===== src/ufd_pkg.sv =====
/*
  Package for the FIFO and DMA-request control of one UART channel.
  Holds register offsets, field positions, reset values, FIFO sizing,
  trigger levels and the carrier type for a received character.
  Assumes one 250 MHz clock domain.
*/
package ufd_pkg;

  // Register offsets on the 3-bit register port
  localparam logic [2:0] UFD_ADDR_HOLD  = 3'h0;  // Read: receive holding, write: transmit
  localparam logic [2:0] UFD_ADDR_IEN   = 3'h1;  // Interrupt enable
  localparam logic [2:0] UFD_ADDR_FCTL  = 3'h2;  // FIFO control, write only
  localparam logic [2:0] UFD_ADDR_LSTAT = 3'h5;  // Line status, read only

  // FIFO control field positions
  localparam int UFD_FC_EN     = 0;
  localparam int UFD_FC_RXCLR  = 1;
  localparam int UFD_FC_TXCLR  = 2;
  localparam int UFD_FC_DMA    = 3;
  localparam int UFD_FC_TXTRG  = 4;
  localparam int UFD_FC_RXTRG  = 6;

  // Line status field positions
  localparam int UFD_LS_DR     = 0;
  localparam int UFD_LS_OVR    = 1;
  localparam int UFD_LS_PAR    = 2;
  localparam int UFD_LS_FRM    = 3;
  localparam int UFD_LS_BRK    = 4;
  localparam int UFD_LS_THE    = 5;
  localparam int UFD_LS_TEMT   = 6;
  localparam int UFD_LS_FERR   = 7;

  // Reset values
  localparam logic [7:0] UFD_FCTL_RST = 8'h00;
  localparam logic [3:0] UFD_IEN_RST  = 4'h0;

  // FIFO sizing
  localparam int         UFD_DEPTH  = 32;
  localparam int         UFD_AW     = 5;
  localparam logic [5:0] UFD_FULL   = 6'h20;
  localparam logic [5:0] UFD_ONE    = 6'h01;

  // Receive trigger levels, codes 0..3
  localparam logic [5:0] UFD_RXT0 = 6'h08;
  localparam logic [5:0] UFD_RXT1 = 6'h10;
  localparam logic [5:0] UFD_RXT2 = 6'h18;
  localparam logic [5:0] UFD_RXT3 = 6'h1C;

  // Transmit trigger levels, codes 0..3
  localparam logic [5:0] UFD_TXT0 = 6'h10;
  localparam logic [5:0] UFD_TXT1 = 6'h08;
  localparam logic [5:0] UFD_TXT2 = 6'h18;
  localparam logic [5:0] UFD_TXT3 = 6'h1E;

  // Received character with its error marks
  typedef struct packed {
    logic       brk;
    logic       frm;
    logic       par;
    logic [7:0] data;
  } ufd_rxchar_t;

endpackage


===== src/ufd_ctrl.sv =====
/*
  FIFO control, line status and DMA request pins for one UART channel.
  Holds the 32-entry transmit and receive FIFOs, the FIFO control and
  interrupt enable registers, and drives the active-low request pins.
  Assumes the serial shifters run on sys_clk and hand characters over
  with one-cycle strobes; no synchronisers are needed on those inputs.
*/
// The implementer's own choices: strobed register access and the address map.
`timescale 1ns/1ps

module ufd_ctrl
  import ufd_pkg::*;
(
  // Clock and reset
  input  wire logic        sys_clk,
  input  wire logic        rst_n,
  // Register port
  input  wire logic [2:0]  reg_addr,
  input  wire logic [7:0]  reg_wdata,
  input  wire logic        reg_wr,
  input  wire logic        reg_rd,
  output logic      [7:0]  reg_rdata,
  // Receive shifter side
  input  wire ufd_rxchar_t rx_char,
  input  wire logic        rx_push,
  input  wire logic        rx_timeout,
  // Transmit shifter side
  output logic      [7:0]  tx_data,
  output logic             tx_avail,
  input  wire logic        tx_take,
  input  wire logic        tx_shift_busy,
  // Interrupt and DMA request pins
  output logic             irq,
  output logic             transmit_request_pin_n,
  output logic             receive_request_pin_n
);

  // Control registers
  logic [7:0]        fctl_q;
  logic [3:0]        ien_q;

  // Receive FIFO storage and pointers
  ufd_rxchar_t       rx_mem [UFD_DEPTH];
  logic [UFD_AW-1:0] rx_wp_q;
  logic [UFD_AW-1:0] rx_rp_q;
  logic [5:0]        rx_cnt_q;
  logic [5:0]        rx_errs_q;
  logic              rx_ovr_q;

  // Transmit FIFO storage and pointers
  logic [7:0]        tx_mem [UFD_DEPTH];
  logic [UFD_AW-1:0] tx_wp_q;
  logic [UFD_AW-1:0] tx_rp_q;
  logic [5:0]        tx_cnt_q;

  // Request pin state
  logic              txreq_n_q;
  logic              rxreq_n_q;

  // Decoded controls
  logic              fifo_en;
  logic              dma_one;
  logic [5:0]        rx_trig;
  logic [5:0]        tx_trig;
  logic [5:0]        cap;
  logic              wr_fctl;
  logic              rx_clr;
  logic              tx_clr;
  logic              rx_full;
  logic              tx_full;
  logic              rx_do_push;
  logic              rx_do_pop;
  logic              tx_do_push;
  logic              tx_do_pop;
  ufd_rxchar_t       rx_head;
  logic              head_err;
  logic              in_err;
  logic [7:0]        lstat;
  logic              rx_int;
  logic              tx_int;
  logic              ls_int;

  assign fifo_en = fctl_q[UFD_FC_EN];
  assign dma_one = fctl_q[UFD_FC_DMA];
  assign wr_fctl = reg_wr && (reg_addr == UFD_ADDR_FCTL);

  // Capacity: one holding register when FIFOs are off
  assign cap = fifo_en ? UFD_FULL : UFD_ONE;

  // Clears act as one-cycle pulses, so the bits never stay set
  assign tx_clr = wr_fctl && (reg_wdata[UFD_FC_TXCLR]
                  || (reg_wdata[UFD_FC_EN] != fifo_en));
  assign rx_clr = wr_fctl && (reg_wdata[UFD_FC_RXCLR]
                  || (reg_wdata[UFD_FC_EN] != fifo_en));

  // Receive trigger decode.
  // The level is compared against the fill count, so a trigger of
  // 28 leaves four free entries before an overrun can happen.
  // Software that reprograms the field while data is held sees the
  // new level take effect on the very next cycle.
  always_comb begin
    case (fctl_q[UFD_FC_RXTRG +: 2])
      2'h0:    rx_trig = UFD_RXT0;
      2'h1:    rx_trig = UFD_RXT1;
      2'h2:    rx_trig = UFD_RXT2;
      default: rx_trig = UFD_RXT3;
    endcase
  end

  // Transmit trigger decode; code zero is the default level of sixteen
  always_comb begin
    case (fctl_q[UFD_FC_TXTRG +: 2])
      2'h0:    tx_trig = UFD_TXT0;
      2'h1:    tx_trig = UFD_TXT1;
      2'h2:    tx_trig = UFD_TXT2;
      default: tx_trig = UFD_TXT3;
    endcase
  end

  // FIFO control register; clear bits are not stored
  always_ff @(posedge sys_clk) begin
    if (!rst_n) begin
      fctl_q <= UFD_FCTL_RST;
    end else if (wr_fctl) begin
      fctl_q <= {reg_wdata[7:3], 2'h0, reg_wdata[UFD_FC_EN]};
    end
  end

  // Interrupt enable register
  always_ff @(posedge sys_clk) begin
    if (!rst_n) begin
      ien_q <= UFD_IEN_RST;
    end else if (reg_wr && (reg_addr == UFD_ADDR_IEN)) begin
      ien_q <= reg_wdata[3:0];
    end
  end

  // Receive handshakes; loading goes on past the trigger until full
  assign rx_full    = (rx_cnt_q >= cap);
  assign rx_do_push = rx_push && !rx_full;
  assign rx_do_pop  = reg_rd && (reg_addr == UFD_ADDR_HOLD) && (rx_cnt_q != 6'h00);
  assign rx_head    = rx_mem[rx_rp_q];
  assign head_err   = rx_head.brk | rx_head.frm | rx_head.par;
  assign in_err     = rx_char.brk | rx_char.frm | rx_char.par;

  // Receive storage.
  // The array is not reset: only the pointers and the count decide
  // what is valid, which keeps the storage free of a reset fan-out.
  // A stale head after a clear is therefore harmless, since the
  // status bits that use it are gated by a non-zero count.
  always_ff @(posedge sys_clk) begin
    if (rx_do_push) begin
      rx_mem[rx_wp_q] <= rx_char;
    end
  end

  // Receive pointers and fill count
  always_ff @(posedge sys_clk) begin
    if (!rst_n || rx_clr) begin
      rx_wp_q  <= '0;
      rx_rp_q  <= '0;
      rx_cnt_q <= 6'h00;
    end else begin
      if (rx_do_push) begin
        rx_wp_q <= rx_wp_q + 1'b1;
      end
      if (rx_do_pop) begin
        rx_rp_q <= rx_rp_q + 1'b1;
      end
      if (rx_do_push && !rx_do_pop) begin
        rx_cnt_q <= rx_cnt_q + 6'h01;
      end else if (rx_do_pop && !rx_do_push) begin
        rx_cnt_q <= rx_cnt_q - 6'h01;
      end
    end
  end

  // Count of errored characters held, for the summary status bit
  always_ff @(posedge sys_clk) begin
    if (!rst_n || rx_clr) begin
      rx_errs_q <= 6'h00;
    end else begin
      case ({rx_do_push && in_err, rx_do_pop && head_err})
        2'b10:   rx_errs_q <= rx_errs_q + 6'h01;
        2'b01:   rx_errs_q <= rx_errs_q - 6'h01;
        default: rx_errs_q <= rx_errs_q;
      endcase
    end
  end

  // Overrun is sticky until status is read; a new overrun beats the clear
  always_ff @(posedge sys_clk) begin
    if (!rst_n) begin
      rx_ovr_q <= 1'b0;
    end else if (rx_push && rx_full) begin
      rx_ovr_q <= 1'b1;
    end else if (reg_rd && (reg_addr == UFD_ADDR_LSTAT)) begin
      rx_ovr_q <= 1'b0;
    end
  end

  // Transmit handshakes; writes to a full FIFO are dropped
  assign tx_full    = (tx_cnt_q >= cap);
  assign tx_do_push = reg_wr && (reg_addr == UFD_ADDR_HOLD) && !tx_full;
  assign tx_do_pop  = tx_take && (tx_cnt_q != 6'h00);
  assign tx_avail   = (tx_cnt_q != 6'h00);
  assign tx_data    = tx_mem[tx_rp_q];

  // Transmit storage.
  // Like the receive side, the array carries no reset; the shifter
  // only looks at tx_data while tx_avail is high.
  // A clear leaves a character already taken by the shifter alone.
  always_ff @(posedge sys_clk) begin
    if (tx_do_push) begin
      tx_mem[tx_wp_q] <= reg_wdata;
    end
  end

  // Transmit pointers and fill count; the shifter is left alone
  always_ff @(posedge sys_clk) begin
    if (!rst_n || tx_clr) begin
      tx_wp_q  <= '0;
      tx_rp_q  <= '0;
      tx_cnt_q <= 6'h00;
    end else begin
      if (tx_do_push) begin
        tx_wp_q <= tx_wp_q + 1'b1;
      end
      if (tx_do_pop) begin
        tx_rp_q <= tx_rp_q + 1'b1;
      end
      if (tx_do_push && !tx_do_pop) begin
        tx_cnt_q <= tx_cnt_q + 6'h01;
      end else if (tx_do_pop && !tx_do_push) begin
        tx_cnt_q <= tx_cnt_q - 6'h01;
      end
    end
  end

  // Line status word, errors taken from the character at the head
  always_comb begin
    lstat                = 8'h00;
    lstat[UFD_LS_DR]     = (rx_cnt_q != 6'h00);
    lstat[UFD_LS_OVR]    = rx_ovr_q;
    lstat[UFD_LS_PAR]    = tx_avail_dummy(rx_cnt_q) & rx_head.par;
    lstat[UFD_LS_FRM]    = tx_avail_dummy(rx_cnt_q) & rx_head.frm;
    lstat[UFD_LS_BRK]    = tx_avail_dummy(rx_cnt_q) & rx_head.brk;
    lstat[UFD_LS_THE]    = (tx_cnt_q == 6'h00);
    lstat[UFD_LS_TEMT]   = (tx_cnt_q == 6'h00) && !tx_shift_busy;
    lstat[UFD_LS_FERR]   = (rx_errs_q != 6'h00);
  end

  // Head marks only mean something while a character is held
  function automatic logic tx_avail_dummy(input logic [5:0] cnt);
    return (cnt != 6'h00);
  endfunction

  // Read data register, valid the cycle after the strobe
  always_ff @(posedge sys_clk) begin
    if (!rst_n) begin
      reg_rdata <= 8'h00;
    end else if (reg_rd) begin
      if (reg_addr == UFD_ADDR_HOLD) begin
        reg_rdata <= rx_head.data;
      end else if (reg_addr == UFD_ADDR_IEN) begin
        reg_rdata <= {4'h0, ien_q};
      end else if (reg_addr == UFD_ADDR_LSTAT) begin
        reg_rdata <= lstat;
      end else begin
        reg_rdata <= 8'h00;                                 // Unmapped and write-only
      end
    end else begin
      reg_rdata <= 8'h00;
    end
  end

  // Transmit request pin: level in mode zero, hysteresis in mode one.
  // The pin is registered, so it lags the fill count by one cycle;
  // an external controller must allow for that one-cycle slack.
  // In mode one the pin holds between the trigger and full, which
  // lets a block transfer run without chattering on every character.
  always_ff @(posedge sys_clk) begin
    if (!rst_n) begin
      txreq_n_q <= 1'b0;
    end else if (!fifo_en || !dma_one) begin
      txreq_n_q <= (tx_cnt_q != 6'h00);
    end else if (tx_cnt_q >= UFD_FULL) begin
      txreq_n_q <= 1'b1;
    end else if (tx_cnt_q <= tx_trig) begin
      txreq_n_q <= 1'b0;
    end
  end

  // Receive request pin: held low in mode one until the FIFO drains.
  // A time-out only asserts the pin while data is held, since the
  // empty test is checked first and wins over the time-out.
  // Like the transmit pin it lags the fill count by one cycle.
  always_ff @(posedge sys_clk) begin
    if (!rst_n) begin
      rxreq_n_q <= 1'b1;
    end else if (!fifo_en || !dma_one) begin
      rxreq_n_q <= (rx_cnt_q == 6'h00);
    end else if (rx_cnt_q == 6'h00) begin
      rxreq_n_q <= 1'b1;
    end else if ((rx_cnt_q >= rx_trig) || rx_timeout) begin
      rxreq_n_q <= 1'b0;
    end
  end

  assign transmit_request_pin_n = txreq_n_q;
  assign receive_request_pin_n  = rxreq_n_q;

  // Interrupt sources; receive and transmit levels follow the fill, no sticky state.
  // Enable bit three has no source in this block and is only stored.
  // The line-status source follows the overrun and head error bits.
  assign rx_int = fifo_en ? ((rx_cnt_q >= rx_trig) || (rx_timeout && rx_cnt_q != 6'h00))
                          : (rx_cnt_q != 6'h00);
  assign tx_int = fifo_en ? (tx_cnt_q < tx_trig)
                          : (tx_cnt_q == 6'h00);
  assign ls_int = |lstat[UFD_LS_BRK:UFD_LS_OVR];

  // All enables clear gives polled mode with the line quiet
  assign irq = (ien_q[0] && rx_int) || (ien_q[1] && tx_int)
               || (ien_q[2] && ls_int);

endmodule


===== config.mk =====
export PLATFORM = sky130hd
export DESIGN_NAME = ufd_ctrl
export DESIGN_NICKNAME = d
export VERILOG_FILES = /design/src/ufd_pkg.sv /design/src/ufd_ctrl.sv
export SDC_FILE = /design/constraint.sdc
export NUM_CORES = 1
export LEC_CHECK = 0
export ABC_AREA = 1
export BUFFER_PORTS_ARGS = -buffer_cell sky130_fd_sc_hd__buf_2
export CAP_MARGIN = 20
export CELL_PAD_IN_SITES_DETAIL_PLACEMENT = 1
export CELL_PAD_IN_SITES_GLOBAL_PLACEMENT = 1
export CORE_UTILIZATION = 45
export DETAILED_ROUTE_END_ITERATION = 12
export PLACE_DENSITY_LB_ADDON = 0.1
export SLEW_MARGIN = 20
export SYNTH_ARGS = -nofsm -noshare
export SYNTH_HDL_FRONTEND = slang
export SYNTH_SLANG_ARGS = --single-unit

===== constraint.sdc =====
create_clock -name sys_clk -period 4 [get_ports sys_clk]
set_input_delay 0.4 -clock sys_clk [delete_from_list [all_inputs] [get_ports sys_clk]]
set_output_delay 0.4 -clock sys_clk [all_outputs]
set_load 0.05 [all_outputs]

### Yosys cells after proc, flatten, opt, wreduce, memory -nomap -nowiden

Memory sizes are Yosys's and may differ from the RTL's. A register that Yosys moved wholly into a read port is not among the register bits.
Cells that the tools add are included.

| word-level totals | value |
|---|---|
| memories kept | 2 |
| ROM bits | 0 |
| memory bits (writable) | 608 |
| bits in latches | 0 |
| bits in registers | 59 |
| input port bits | 30 |
| word-level logic and storage cells | 135 |
| output and inout port bits | 20 |

| cells by class | value |
|---|---|
| reduce and logical (&&, ||, !) cells | 58 |
| $mul | 0 |
| equality and inequality tests | 10 |
| divide/modulo/power cells | 0 |
| mux-type cells | 29 |
| $lt $le $gt $ge | 6 |
| bitwise operators | 7 |
| $add $sub $neg | 10 |
| shifts and indexed selects | 0 |

Memory list:

| name | depth | width | read ports | clocked after memory_dff | write ports | line | text |
|---|---|---|---|---|---|---|---|
| rx_mem | 32 | 11 | 1 | 1 | 1 | ufd_ctrl.sv:43 | `ufd_rxchar_t rx_mem [UFD_DEPTH];` |
| tx_mem | 32 | 8 | 1 | 1 | 1 | ufd_ctrl.sv:51 | `logic [7:0] tx_mem [UFD_DEPTH];` |

Operator list:

| kind | count |
|---|---|
| $mux W6 | 5 |
| $pmux W5 S3 | 2 |
| $mux W8 | 3 |
| $logic_and A1 B1 Y1 | 23 |
| $add A5 B1 Y5 const B | 4 |
| $mux W5 | 4 |
| $add A6 B1 Y6 const B | 3 |
| $ge A6 B6 Y1 | 3 |
| $reduce_bool A6 Y1 | 3 |
| $sub A6 B1 Y6 const B | 3 |
| $mux W1 | 14 |
| $logic_not A6 Y1 | 2 |
| $pmux W6 S2 | 1 |
| $logic_not A1 Y1 | 10 |
| $logic_or A1 B1 Y1 | 9 |
| $reduce_bool A2 Y1 | 4 |
| $eq A2 B1 Y1 const B | 3 |
| $eq A2 B2 Y1 const B | 3 |
| $ge A6 B6 Y1 const B | 1 |
| $le A6 B6 Y1 | 1 |
| $lt A6 B6 Y1 | 1 |
| $reduce_bool A3 Y1 | 2 |
| $logic_not A2 Y1 | 2 |
| $or A1 B1 Y1 | 4 |
| 8 further kinds | 10 |

### Logic depth before layout (Yosys ltp)

| depth | value |
|---|---|
| depth after elaboration | 8 |
| gate-level depth with buffers | 25 |
| gate-level depth less buffers | 22 |

### Least setup slack after synthesis

Ideal clock, no wire load.

| timing | value |
|---|---|
| path type | register to register |
| start | register fctl_q[0] |
| end | register rx_errs_q[5] |
| path slack | 1.103 ns |
| arrival time | 2.773 ns |
| stages on the path, launching flop included | 18 |
| path buffers | 0 |
| path through | dfxtp_1 > inv_1 > ha_1 > o31ai_4 > nand3_4 > clkinv_4 > o31ai_1 > ha_1 > ha_1 > nand3_1 > nand3_1 > nand2_1 > a21boi_0 > nor2_1 > nand2_1 > nand2_1 > nand2_1 > a21oi_1 |

| on the way | value |
|---|---|
| longest elaborated chain between the ends | 7 |
| elaborated cells between the ends (all ways) | 13 |
| classes of those cells | 1 x order compare; 3 x eq/ne; 2 x mux; 7 x reduce/logical |

Ends and longest elaborated chain:

| what | line | text |
|---|---|---|
| from (decl) | ufd_ctrl.sv:39 | `logic [7:0] fctl_q;` |
| from (signal assigned) | ufd_ctrl.sv:125 | `fctl_q <= {reg_wdata[7:3], 2'h0, reg_wdata[UFD_FC_EN]};` |
| $mux W6 (*) | ufd_ctrl.sv:88 | `assign cap = fifo_en ? UFD_FULL : UFD_ONE;` |
| $ge A6 B6 Y1 (*) | ufd_ctrl.sv:139 | `assign rx_full = (rx_cnt_q >= cap);` |
| $logic_not A1 Y1 (*) | ufd_ctrl.sv:140 | `assign rx_do_push = rx_push && !rx_full;` |
| $logic_and A1 B1 Y1 (*) | ufd_ctrl.sv:140 |  |
| via rx_do_push | ufd_ctrl.sv:71 | `logic rx_do_push;` |
| $logic_and A1 B1 Y1 (*) | ufd_ctrl.sv:183 | `case ({rx_do_push && in_err, rx_do_pop && head_err})` |
| $eq A2 B1 Y1 or $eq A2 B2 Y1 (tied branches) | ufd_ctrl.sv:183 |  |
| $pmux W6 S2 or $reduce_bool A2 Y1 (tied branches) | n/a |  |
| to (signal assigned) | ufd_ctrl.sv:184 | `2'b10: rx_errs_q <= rx_errs_q + 6'h01;` |
| to (signal assigned) | ufd_ctrl.sv:185 | `2'b01: rx_errs_q <= rx_errs_q - 6'h01;` |
| to (signal assigned) | ufd_ctrl.sv:186 | `default: rx_errs_q <= rx_errs_q;` |
| to (decl) | ufd_ctrl.sv:47 | `logic [5:0] rx_errs_q;` |

Mark *: on every way through the listed nets, which the timed path passes. The rest lies on a longest branch.
A chain may end at the register's enable or synchronous reset.

==> summary.txt <==
Logic synthesis
  – Synth Cell Area: 28,100 µm²
  – Area contributors post-synth: edfxtp_1 65%, nand2_1 6.5%, dfxtp_1 4.9%
  – Sequential fraction of the synthesis area: 69.8%
  – #FFs+latches synth: 677
  – Yosys synthesis warning count: 0
  – Post-Synthesis Cells: 2,442
  – Async S/R FF share, synth: 0%
  – Area fraction of the dominant cell type after synthesis: 64.9%
  – Synth Net Count: 2,511
  – Yosys top cell by area: edfxtp_1
  – EDFF count, synth: 608
  – Top_reg_cell synth: edfxtp_1
  – Netlist cell types: 44
  – Syn_area_per_cell: 11.5 µm²

Worst setup path
  – Reg2Reg Setup Slack: 0.39 ns
  – Critical path depth: 23
  – Crit Path Category: reg -> reg
  – Sequence of cells on the critical path: buf_12 -> buf_4 -> nand2_1 -> nand3_1 -> nand3_1 -> nand2_1 -> nand2_1 -> nand3_1 -> nand2_1 -> nand3_1 -> nand2_1 -> inv_1 -> ha_1 -> ha_1 -> nand3_1 -> nand3_1 -> nand2_1 -> a21boi_0 -> nor2_1 -> nand2_1 -> nand2_1 -> nand2_1 -> a21oi_1
  – CP Data Required Time: 4.54 ns
  – Slowest cell delay on critical path: 0.37 ns
  – CP top delay family: simple AND/OR/NAND/NOR gates
  – R2r worst-path depth: 23
  – Crit path max fanout: 65
  – CP endpoint kind: flop
  – Arrival time worst endpoint: 4.15 ns
  – Worst path bufs/invs: 3
  – Capture point of the critical path: rx_errs_q[5]$_SDFFE_PP0P_
  – Reg2reg end: rx_errs_q[5]$_SDFFE_PP0P_
  – Startpoint class of the critical path: flop
  – Top cell by count, worst path: nand2_1
  – Worst path slowest cell: dfxtp_4

Clock tree
  – Max H-tree Level: 3
  – # Post-CTS Setup Buffers: 0
  – CTS Buf Count: 74
  – Post-cts gate resize count: 0
  – Max Buffers Root-to-Sink: 3
  – CTS Sinks: 677
  – Worst-Skew Late Latency: 0.62 ns
  – Post-CTS Hold Fix Bufs: 0
  – Clk slew on worst S/H paths: 0.06 ns
  – CTS root buf: clkbuf_16
  – CTS tree: yes

Floorplan
  – Row count: 91
  – Io pins: 50
  – Die Y: 252 µm
  – DIE WIDTH: 252 µm
  – CORE AREA: 61,700 µm²
  – DIE AREA: 63,500 µm²
  – Initial core utilization: 45.6%

Hold path
  – Min-Delay Path Depth: 4
  – Min-delay worst type: in -> reg

Timing
  – Final Hold Viols: 0
  – Period utilisation layout: 90.3%
  – Setup TNS: 0 ns
  – RSZ-0062 raised after global routing: no
  – Relative slew slack: 37.3%
  – Worst Skew: 0.0215 ns
  – Fin crit period: 3.61 ns
  – Max Slew Vio Count: 0
  – Final setup vio count: 0
  – Peak Freq: 277 MHz
  – Worst-Margin Slew: 0.937 ns

Power
  – VDD IR-drop max: 381 µV
  – Leakage: 11.3 nW
  – PwrDens: 558 nW/µm²

Finish
  – Area Growth Syn to Fin: 13.1%
  – Share of layout cells above drive strength 1: 9.80%
  – Final Net Count: 2,581
  – Non-Filler Instances: 3,410
  – Commonest non-fill, non-tap cell in the layout: edfxtp_1
  – Commonest cells after routing, fill and taps aside: 608 x edfxtp_1, 489 x nand2_1, 318 x nor2_1

Routing
  – First drt pass iteration count: 5
  – Final wirelength: 80,900 µm
  – Iter 0 DRT Violations: 1,548
  – Vias/cell: 5.62
  – Total number of vias: 19.2k
  – Routed len/inst: 23.7 µm
  – Routed Antenna Nets: 0
  – Drc violations: 0

GRT
  – Antenna violations before repair: 3
  – Vias in the first global route: 20.1k
  – Remaining global-route overflow: 0
  – Total track usage: 25.8%
  – Largest net degree at the start of global routing: 129
  – First-pass GRT wire length: 123,000 µm

Placed design
  – Number of I/O port buffers: 49
  – DP Wirelength: 50,100 µm
  – GP Congestion: 0.830
  – Placed Cells: 3,273

Run
  – Max_cap viols: 0

Outcome
  – Status: finished clean
==> cells in the mapped netlist, types with 3 or more instances <==
library cell	number
o211ai_1	22
edfxtp_1	608
nand3_1	257
nor2_1	318
ha_1	36
nand2_4	4
buf_2	37
o22ai_1	18
nor3_1	9
inv_1	83
a21oi_1	61
nand4_1	7
fa_1	3
inv_2	4
buf_4	17
dfxtp_1	69
buf_1	10
o21ai_0	219
xnor2_1	8
a21boi_0	3
buf_6	7
clkbuf_1	57
nand2_1	489
o21bai_1	3
o21ai_1	12
o221ai_1	46
xor2_1	10
clkinv_1	4
a211oi_1	3
==> per-layer routing <==
| metal | wire, µm | global-route usage [%] | share of wire, % |
|---|---|---|---|
| met5 | 13 | 0 | 0.016 |
| met3 | 5330 | 4.93 | 6.6 |
| met2 | 37100 | 40.3 | 46 |
| met4 | 2140 | 8.19 | 2.6 |
| met1 | 36400 | 36.5 | 45 |
==> metrics by stage <==
stage | worst slack (ns) | power [mW] | area, µm² | hold slack, ns | util [%]
floorplan | 1.10 | 10.1 | 28100 | 0.412 | -
global placement | 0.525 | 11.1 | 29500 | 0.444 | 47.7
detailed placement | 0.438 | 11.2 | 29500 | 0.468 | 47.7
CTS | 0.399 | 17.9 | 31800 | 0.0887 | 51.6
global route | 0.0274 | 18.4 | 31800 | 0.125 | 51.6
finish | 0.390 | 17.7 | 31800 | 0.115 | 51.6
==> power by group <==
group / leakage, nW / switching (mW) / internal (mW)
combinational: 4.10 / 2.16 / 0.858
clock: 1.16 / 2.80 / 3.88
sequential: 6.03 / 0.157 / 7.88
total: 11.3 / 5.12 / 12.6
==> kinds of logic after synthesis <==
group                      share of synthesized area (%)
and+or+nand+nor                                     16.1
DFF                                                 69.8
AOI/OAI and AO/OA                                   8.06
buffers and inverters                               3.66
adders and majority gates                           1.81
xor gates and xnor gates                           0.560
==> tightest hold or removal path, delay by kind of cell <==
family        cells  cell delay, ns
buf+inv           1            0.10
simple gates      3            0.17
==> cell type report <==
cell class	count	area (µm²)
Antenna cell	2	5.00
Clock buffer	105	2070
Clock inverter	30	290
Fill cell	6492	29900
Inverter	93	359
Multi-Input combinational cell	1542	7460
Sequential cell	677	19700
Tap cell	837	1050
Timing Repair Buffer	124	933
==> worst min-delay path by stage <==
| stage | endpoint | startpoint |
|---|---|---|
| final | receive_request_pin_n$_SDFFE_PN1P_ | rx_timeout |
| after global routing | receive_request_pin_n$_SDFFE_PN1P_ | rx_timeout |
| after CTS | receive_request_pin_n$_SDFFE_PN1P_ | rx_timeout |
| after detailed placement | flop | rx_rp_q[4]$_SDFFE_PP0P_ |
| after global placement | rx_rp_q[4]$_SDFFE_PP0P_ | rx_rp_q[4]$_SDFFE_PP0P_ |
| after floorplan | flop | rx_rp_q[4]$_SDFFE_PP0P_ |
==> sequential cells by signal (all words and copies together), names as in the netlist, named ones only <==
register / count
rx_cnt_q: 6
receive_request_pin_n: 1
tx_wp_q: 5
rx_rp_q: 5
tx_rp_q: 5
ien_q: 4
rx_mem: 352
reg_rdata: 8
fctl_q: 6
tx_cnt_q: 6
rx_wp_q: 5
rx_errs_q: 6
transmit_request_pin_n: 1
tx_mem: 256
rx_ovr_q: 1
No activity file was read; power rests on OpenSTA's default activity.
